--- config.mk ---
export PLATFORM = sky130hd
export DESIGN_NAME = bitx_exec
export DESIGN_NICKNAME = d
export VERILOG_FILES = /design/src/design/bitx_pkg.sv /design/src/design/bitx_dec_if.sv /design/src/design/bitx_decoder.sv /design/src/design/bitx_exec.sv
export SDC_FILE = /design/constraint.sdc
export NUM_CORES = 1
export LEC_CHECK = 0
export ABC_AREA = 1
export BUFFER_PORTS_ARGS = -buffer_cell sky130_fd_sc_hd__clkbuf_2
export CORE_MARGIN = 3
export CORE_UTILIZATION = 45
export DETAILED_ROUTE_END_ITERATION = 7
export GPL_TIMING_DRIVEN = 1
export PLACE_DENSITY = 0.83
export SYNTH_ARGS = -nofsm -noshare
export SYNTH_HDL_FRONTEND = slang
export SYNTH_SLANG_ARGS = --single-unit
--- constraint.sdc ---
create_clock -name clock_in -period 0.9 [get_ports clock_in]
set_input_delay 0.135 -clock clock_in [delete_from_list [all_inputs] [get_ports clock_in]]
set_output_delay 0.135 -clock clock_in [all_outputs]
set_load 0.01 [all_outputs]
--- src/design/bitx_pkg.sv ---
/*
 * package for the bit-oriented file-register instruction executor:
 * instruction word layout, opcode patterns and reset values.
 * assumes a 14-bit instruction word and an 8-bit data path.
 */
package bitx_pkg;

	localparam int INSTR_W = 14;
	localparam int DATA_W = 8;
	localparam int ADDR_W = 7;
	localparam int BSEL_W = 3;

	// field positions
	localparam int CLASS_HI = 13;
	localparam int CLASS_LO = 12;
	localparam int SUBOP_HI = 11;
	localparam int SUBOP_LO = 10;
	localparam int BSEL_HI = 9;
	localparam int BSEL_LO = 7;
	localparam int ADDR_HI = 6;
	localparam int ADDR_LO = 0;

	// opcode patterns
	localparam logic [1:0] CLASS_BIT = 2'h1;
	localparam logic [1:0] SUB_CLEAR = 2'h0;
	localparam logic [1:0] SUB_SET = 2'h1;
	localparam logic [1:0] SUB_TSTZ = 2'h2;
	localparam logic [1:0] SUB_TSTO = 2'h3;

	// reset values
	localparam logic [DATA_W-1:0] DATA_RST = 8'h00;
	localparam logic [ADDR_W-1:0] ADDR_RST = 7'h00;

	typedef enum logic [4:0] {
		BITX_NONE = 5'h01,
		BITX_CLEAR = 5'h02,
		BITX_SET = 5'h04,
		BITX_TSTZ = 5'h08,
		BITX_TSTO = 5'h10
	} bitx_op_t;

endpackage

--- src/design/bitx_dec_if.sv ---
/*
 * carrier between the executor top and its decoder.
 * assumes both ends run on the same clock.
 */
interface bitx_dec_if;
	import bitx_pkg::*;
	logic [INSTR_W-1:0] instr;
	bitx_op_t op;
	logic [ADDR_W-1:0] addr;
	logic [DATA_W-1:0] mask;

	modport dec (input instr, output op, output addr, output mask);
	modport top (output instr, input op, input addr, input mask);
endinterface

--- src/design/bitx_decoder.sv ---
/*
 * combinational decoder of the four bit instructions.
 * assumes the instruction word is stable for the execute cycle.
 */
module bitx_decoder
	import bitx_pkg::*;
(
	bitx_dec_if.dec dec
);

	// one-hot bit mask, shared by set, clear and test
	function automatic logic [DATA_W-1:0] bit_mask(input logic [BSEL_W-1:0] sel);
		bit_mask = 8'h01 << sel;
	endfunction

	always_comb begin
		dec.op = BITX_NONE;
		if (dec.instr[CLASS_HI:CLASS_LO] == CLASS_BIT) begin
			case (dec.instr[SUBOP_HI:SUBOP_LO])
				SUB_CLEAR: dec.op = BITX_CLEAR;
				SUB_SET: dec.op = BITX_SET;
				SUB_TSTZ: dec.op = BITX_TSTZ;
				SUB_TSTO: dec.op = BITX_TSTO;
				default: dec.op = BITX_NONE;
			endcase
		end
		dec.addr = dec.instr[ADDR_HI:ADDR_LO];
		dec.mask = bit_mask(dec.instr[BSEL_HI:BSEL_LO]);
	end

endmodule

--- src/design/bitx_exec.sv ---
/*
 * bit-oriented file-register instruction executor of a small 8-bit core.
 * assumes the fetch pipeline presents one instruction per cycle with a
 * valid strobe, and the register file answers reads combinationally.
 */
module bitx_exec
	import bitx_pkg::*;
(
	// clock and reset
	input wire logic clock_in,
	input wire logic reset_n_in,
	// instruction from fetch pipeline
	input wire logic instr_valid_in,
	input wire logic [INSTR_W-1:0] instr_in,
	// register file read port
	output logic [ADDR_W-1:0] rd_addr_out,
	input wire logic [DATA_W-1:0] rd_data_in,
	// register file write port
	output logic wr_en_out,
	output logic [ADDR_W-1:0] wr_addr_out,
	output logic [DATA_W-1:0] wr_data_out,
	// pipeline control
	output logic flush_out,
	output logic busy_out,
	output logic status_we_out
);

	// ****************************************
	// reset release
	// ****************************************
	logic [1:0] rst_sync_q;
	logic rst_n;

	always_ff @(posedge clock_in or negedge reset_n_in) begin
		if (!reset_n_in) begin
			rst_sync_q <= 2'h0;
		end else begin
			rst_sync_q <= {rst_sync_q[0], 1'b1};
		end
	end
	assign rst_n = rst_sync_q[1];

	// ****************************************
	// elaboration checks
	// ****************************************
	// the mask and the field slices assume one data bit per select code
	if (DATA_W != (1 << BSEL_W)) begin : g_bad_bsel
		$error("bit select width does not cover the data byte");
	end
	if (ADDR_W != ADDR_HI - ADDR_LO + 1 || BSEL_W != BSEL_HI - BSEL_LO + 1) begin : g_bad_field
		$error("instruction field widths disagree with their positions");
	end
	if (INSTR_W != CLASS_HI + 1) begin : g_bad_word
		$error("instruction word width disagrees with the class field");
	end

	// ****************************************
	// decode
	// ****************************************
	bitx_dec_if dif ();
	assign dif.instr = instr_in;

	bitx_decoder u_dec (
		.dec(dif.dec)
	);

	// ****************************************
	// state
	// ****************************************
	typedef struct packed {
		logic wr_en;
		logic [ADDR_W-1:0] wr_addr;
		logic [DATA_W-1:0] wr_data;
		logic flush;
		logic busy;
	} bitx_state_t;

	bitx_state_t s_q;
	bitx_state_t s_d;
	logic bit_val;
	logic [DATA_W-1:0] rd_byte;

	// ****************************************
	// read bypass
	// ****************************************
	// a write of the last cycle reaches the register file only at this edge;
	// without the bypass a back-to-back access to the same byte reads stale data
	assign rd_byte = (s_q.wr_en && s_q.wr_addr == dif.addr) ?
		s_q.wr_data : rd_data_in;

	// only the chosen bit is looked at; the rest of the byte is masked out
	assign bit_val = |(rd_byte & dif.mask);

	always_comb begin
		s_d = s_q;
		s_d.wr_en = 1'b0;
		s_d.flush = 1'b0;
		s_d.busy = 1'b0;
		// the fetched word in the cycle after a taken skip is a discarded slot
		if (instr_valid_in && !s_q.flush) begin
			case (dif.op)
				BITX_CLEAR: begin
					s_d.wr_en = 1'b1;
					s_d.wr_addr = dif.addr;
					s_d.wr_data = rd_byte & ~dif.mask;
				end
				BITX_SET: begin
					s_d.wr_en = 1'b1;
					s_d.wr_addr = dif.addr;
					s_d.wr_data = rd_byte | dif.mask;
				end
				BITX_TSTZ: begin
					s_d.flush = !bit_val;
					s_d.busy = !bit_val;
				end
				BITX_TSTO: begin
					s_d.flush = bit_val;
					s_d.busy = bit_val;
				end
				default: begin
					s_d.wr_en = 1'b0;
				end
			endcase
		end
	end

	always_ff @(posedge clock_in or negedge rst_n) begin
		if (!rst_n) begin
			s_q <= '{wr_en: 1'b0, wr_addr: ADDR_RST, wr_data: DATA_RST,
				flush: 1'b0, busy: 1'b0};
		end else begin
			s_q <= s_d;
		end
	end

	// read address follows the current word so data is ready this cycle
	assign rd_addr_out = dif.addr;
	assign wr_en_out = s_q.wr_en;
	assign wr_addr_out = s_q.wr_addr;
	assign wr_data_out = s_q.wr_data;
	assign flush_out = s_q.flush;
	assign busy_out = s_q.busy;
	// bit instructions never touch status flags
	assign status_we_out = 1'b0;

	// ****************************************
	// checks
	// ****************************************
	a_clear_bit_zero: assert property (@(posedge clock_in) disable iff (!rst_n)
		(instr_valid_in && !flush_out && dif.op == BITX_CLEAR) |=>
		(wr_en_out && (wr_data_out & $past(dif.mask)) == 8'h00))
		else $error("clear did not zero bit");

	a_set_bit_one: assert property (@(posedge clock_in) disable iff (!rst_n)
		(instr_valid_in && !flush_out && dif.op == BITX_SET) |=>
		(wr_en_out && (wr_data_out & $past(dif.mask)) == $past(dif.mask)))
		else $error("set did not raise bit");

	a_skip_zero_taken: assert property (@(posedge clock_in) disable iff (!rst_n)
		(instr_valid_in && !flush_out && dif.op == BITX_TSTZ && !bit_val) |=> flush_out)
		else $error("skip-if-zero not taken");

	a_skip_one_taken: assert property (@(posedge clock_in) disable iff (!rst_n)
		(instr_valid_in && !flush_out && dif.op == BITX_TSTO && bit_val) |=> flush_out)
		else $error("skip-if-one not taken");

	a_flush_one_slot: assert property (@(posedge clock_in) disable iff (!rst_n)
		flush_out |=> !flush_out && !wr_en_out)
		else $error("flush longer than one slot");

	a_addr_pass: assert property (@(posedge clock_in) disable iff (!rst_n)
		(instr_valid_in && !flush_out && dif.op inside {BITX_CLEAR, BITX_SET}) |=>
		wr_addr_out == $past(instr_in[ADDR_HI:ADDR_LO]))
		else $error("write address wrong");

	a_zero_no_skip: assert property (@(posedge clock_in) disable iff (!rst_n)
		(instr_valid_in && !flush_out && dif.op == BITX_TSTZ && bit_val) |=> !flush_out)
		else $error("skip-if-zero taken on one");

	a_one_no_skip: assert property (@(posedge clock_in) disable iff (!rst_n)
		(instr_valid_in && !flush_out && dif.op == BITX_TSTO && !bit_val) |=> !flush_out)
		else $error("skip-if-one taken on zero");

	a_other_bits_kept: assert property (@(posedge clock_in) disable iff (!rst_n)
		(instr_valid_in && !flush_out && dif.op inside {BITX_CLEAR, BITX_SET}) |=>
		((wr_data_out ^ $past(rd_byte)) & ~$past(dif.mask)) == 8'h00 && !status_we_out)
		else $error("other bits altered");

	a_bypass_fresh: assert property (@(posedge clock_in) disable iff (!rst_n)
		(instr_valid_in && !flush_out && wr_en_out && wr_addr_out == dif.addr &&
		dif.op inside {BITX_CLEAR, BITX_SET}) |=>
		((wr_data_out ^ $past(wr_data_out)) & ~$past(dif.mask)) == 8'h00)
		else $error("back-to-back write lost a bit");

	a_test_no_write: assert property (@(posedge clock_in) disable iff (!rst_n)
		(instr_valid_in && !flush_out && dif.op inside {BITX_TSTZ, BITX_TSTO}) |=> !wr_en_out)
		else $error("test instruction wrote a register");

	a_nonbit_ignored: assert property (@(posedge clock_in) disable iff (!rst_n)
		(instr_valid_in && dif.op == BITX_NONE) |=> !wr_en_out && !flush_out)
		else $error("non-bit word acted on");

	a_busy_tracks_flush: assert property (@(posedge clock_in) disable iff (!rst_n)
		busy_out == flush_out)
		else $error("busy and flush disagree");

	// a discarded slot may only follow a test that was really executed
	a_flush_after_test: assert property (@(posedge clock_in) disable iff (!rst_n)
		flush_out |-> $past(instr_valid_in) && $past(dif.op == BITX_TSTZ || dif.op == BITX_TSTO))
		else $error("flush without a test");

endmodule

# Word level (Yosys, flattened, before mapping)
# Index checks and enable logic that the tools add are counted.
[totals]
register_bits = 20
[classes]
n_eq_ne = 9
n_shift = 1
muxes = 7
bitwise = 4
reduce_logical = 9
[ops]
columns = ["op", "count"]
rows = [
  ["15-bit one-hot mux with 2 select lines", 1],
  ["5-bit one-hot mux with 4 select lines", 1],
  ["18-bit 2-to-1 mux", 1],
  ["8-bit bitwise AND", 2],
  ["8-bit 2-to-1 mux", 1],
  ["8-bit NOT", 1],
  ["8-bit bitwise OR", 1],
  ["8-bit OR reduction", 1],
  ["1-bit by 3-bit << shifter with 8-bit output (first input constant)", 1],
  ["7-bit equality test", 1],
  ["5-bit by 2-bit equality test with 1-bit output (second input constant)", 1],
  ["5-bit by 3-bit equality test with 1-bit output (second input constant)", 1],
  ["5-bit by 4-bit equality test with 1-bit output (second input constant)", 1],
  ["5-bit equality test (second input constant)", 1],
  ["5-bit 2-to-1 mux", 1],
  ["2-bit by 1-bit equality test with 1-bit output (second input constant)", 2],
  ["2-bit equality test (second input constant)", 2],
  ["2-bit one-hot mux with 2 select lines", 1],
  ["1-bit logical AND", 2],
  ["1-bit zero test", 2],
  ["2-bit zero test", 1],
  ["2-bit AND reduction", 1],
  ["2-bit nonzero test", 1],
  ["2-bit OR reduction", 1],
  ["1-bit 2-to-1 mux", 1],
]

# Depth between registers and ports, before layout
[logic_depth]
word_depth = 8
depth_mapped = 14
depth_no_buf = 14

# By module
# Synthesis repeated with hierarchy kept, for this count alone.
[unflattened]
hier_cells = 225
hier_area_um2 = 1492.7
[modules_own_cells]
columns = ["module", "instances", "cells_per_inst", "area_each_um2", "seq_area_each_um2"]
rows = [
  ["bitx_exec", 1, 191, 1338.8, 475.5],
  ["bitx_decoder", 1, 34, 153.9, 0.0],
]

# Worst setup path after synthesis
# No wires, ideal clock.
[synth_path]
path_type = "reg2reg"
startpoint = "register s_q, in the netlist wr_addr_out[5]"
endpoint = "register s_q, in the netlist busy_out"
setup_ns = 0.119
arrival_ns = 1.362
slack_ns = -0.581
path_stages_with_launch = 13
n_path_buf = 0
path_cell_list = "dfrtp_1 -> inv_1 -> nor2_1 -> nor2_1 -> nand2_2 -> nor2_8 -> nand3_1 -> nand3_1 -> nand2_1 -> nor2_1 -> nand3_1 -> nand2_1 -> nor2_1"
[synth_lines]
columns = ["item", "line", "source"]
rows = [
  ["from (decl)", "bitx_exec.sv:78", "bitx_state_t s_q;"],
  ["from (signal assigned)", "bitx_exec.sv:129", "s_q <= '{wr_en: 1'b0, wr_addr: ADDR_RST, wr_data: DATA_RST,"],
]

==> results.txt <==
Leak -> 0.001217 uW
Hold Fails Final Rpt -> 0
Design Power -> 3203 uW
Fin nets -> 295
Number of cell rows -> 19
Final cell count without fillers -> 300
1st-iter DRT viols -> 81
Most frequent cell after synthesis -> nand2_1
Clock latency on the worst-skew pair -> 0.31 ns
Worst setup EP type -> flip-flop
Main synth FF type -> dfrtp_1
Syn nets -> 208
Number of vias per cell -> 5.020
Final WS setup -> -0.8228 ns
Cell Area, Placed -> 0.001808 sq mm
Synthesized area -> 0.001323 sq mm
Post-synthesis cell count -> 183
Area of the core -> 0.002781 sq mm
Detailed Routing Iterations Pass 1 -> 4
RSZ-0062 raised after global routing -> yes
Yosys cell types -> 23
Syn Area/Cell -> 7.227 sq um
CP startpoint kind -> flip-flop
Clk_skew -> 0.009540 ns
Max H-tree Level -> 1
Hold crit path type -> primary input to flip-flop
Share of post-route cells with drive strength above 1 -> 47.58%
Drt drc -> 0
Antenna violations before repair -> 0
Die W -> 60.21 um
Post-synth top area share -> 35.95%
Top area cells in the synthesized netlist -> dfrtp_1 (36%), nand2_1 (11%), inv_1 (9.6%)
Yosys Warn Count -> 0
GR Overflow Total -> 0
Max Cap Viol -> 0
Ys async rst share -> 100.0%
#FFs+latches synth -> 19
IO Port Bufs -> 49
Vias in the first global route -> 1466
Setup CP Type -> flip-flop to flip-flop
Synth area leader -> dfrtp_1
Violated checks -> negative setup slack
Placed Instances -> 289
Io pins -> 51
Post-route antenna net violation count -> 0
Area Overhead vs Synth -> 60.93%
Worst Path Required -> 1.11 ns
CTS root buf -> clkbuf_4
Endpoints failing setup -> 35
GPL Wtd Cong -> 0.9266
DR WL/cell -> 12.88 um
Max-slew violation count -> 0
Clock sinks -> 19
VDD IR max -> 0.001128 V
Worst-path clk slew -> 0.13 ns
Status -> finished, violations left
Post-synth EDFFs -> 0
CTS tree -> done
CP arrival -> 1.93 ns
Total CTS buffers -> 3
Synth top cells by count -> nand2_1 (38), inv_1 (34), dfrtp_1 (19), nand3_1 (18)
Cell area after layout -> 0.002128 sq mm
Period utilization -> 191.4%
Tot GR Track Use -> 21.64%
Max Clock Freq -> 580.4 MHz
Ant. Diodes -> 0
Register area share after synthesis -> 35.95%
Worst-path fanout max -> 8
Vias -> 1506
Routed WL -> 3865 um
Post-DP HPWL -> 2632 um
Clock Tree Buf Depth -> 2
Largest net degree at the start of global routing -> 18
Die ar. -> 0.003625 sq mm
Global-route wire length before repair -> 5982 um
Power per Cell Area -> 1505 mW/mm^2
Final min period -> 1.723 ns
Die Y -> 60.21 um
Starting Density -> 47.55%
## flip-flops by register name (all words and copies together), names as in the netlist
name / cells
wr_data_out: 8
wr_addr_out: 7
rst_sync_q: 2
wr_en_out: 1
busy_out: 1
## repair_timing
action	4_1_cts	5_1_grt
resized for setup	20	55
pin swaps	5	4
endpoints found under the setup margin	35	35
setup buffers	2	4
hold buffers	1	0
cloned	3	0
endpoints found under the hold margin	2	0
## stage by stage
| step | TNS [ns] | setup slack (ns) | util, % | hold slack [ns] |
|---|---|---|---|---|
| 2_1_floorplan | -5.695 | -0.5810 | - | -0.1606 |
| 3_3_place_gp | -5.520 | -0.6093 | 65.00 | -0.07882 |
| 6_report | -9.977 | -0.8228 | 76.52 | 0.08591 |
| 5_1_grt | -11.68 | -0.9013 | 76.52 | 0.08773 |
| 3_5_place_dp | -6.563 | -0.7159 | 65.00 | -0.07636 |
| 4_1_cts | -9.850 | -0.7625 | 69.95 | 0.08900 |
## worst paths after layout
kind / cells past startpoint / endpoint / slack (ns) / startpoint
worst max-delay path: 11 / busy_out / -0.82 / wr_addr_out[1]
worst min-delay path: 3 / wr_addr_out[5] / 0.09 / instr_in[5]
worst max register to register: 11 / busy_out / -0.82 / wr_addr_out[1]
worst min register to register: 1 / wr_data_out[2] / 0.20 / rst_sync_q[1]
max in group asynchronous: 1 / wr_data_out[0] / 0.49 / rst_sync_q[1]
min in group asynchronous: 2 / rst_sync_q[0] / 0.12 / reset_n_in
## per-layer routing
layer | track usage, % | part of all wire (%) | up-vias
met5 | 0 | 0 | -
met4 | 7.595 | 1.7 | 0
met3 | 2.592 | 6.3 | 8
met2 | 39.97 | 51 | 62
met1 | 25.30 | 41 | 694
li1 | - | - | 742
## cells in the final DEF, fill, tap and decap left out, drive strengths merged
cell type / synthesis / final
nand3b: 8 / 8
dlygate4sd3: 0 / 1
bufinv: 0 / 1
o21ai: 6 / 6
nor2: 11 / 12
a22oi: 8 / 8
nor3: 8 / 8
dfrtp: 19 / 19
nor4: 1 / 1
clkinvlp: 0 / 1
buf: 10 / 54
nand3: 18 / 18
a21oi: 9 / 9
inv: 36 / 37
nand2: 43 / 43
clkbuf: 1 / 39
or2: 1 / 1
xnor2: 1 / 1
conb: 2 / 2
## area by class of cell
cell class | instances | area (sq um)
inverters | 37 | 152.6
clock inverters | 1 | 7.507
fillers | 168 | 653.1
clock buffers | 3 | 22.52
well taps | 31 | 38.79
flip-flops and latches | 19 | 475.5
repair buffers | 91 | 708.2
repair inverters | 1 | 11.26
multi-input cells | 117 | 711.9
## critical path: stages (launching register included)
cell and delay [ns]:
dfrtp_1 0.43, or2_0 0.24, nand2_2 0.16, nor2_4 0.08, nand2_4 0.13, nand2_2 0.09, nand3_1 0.08, nand2_1 0.06
nor2_2 0.13, nand3_1 0.10, nand2_1 0.07, nor2_1 0.04
## logic make-up after synthesis
logic type,after synthesis,share of synthesized area (%)
AND/OR/NAND/NOR,90,35.76
buffers and inverters,48,16.27
AO/OA/AOI/OAI,23,10.22
flip-flops,19,35.95
other,2,0.5679
XOR/XNOR,1,1.230
## where the power goes
part           leakage (uW)  internal (uW)  switching (uW)
Sequential         0.000222           1020             136
Combinational      0.000981            863             708
Clock             0.0000139            170             303
Note: power is estimated with default switching activity, not from simulation.
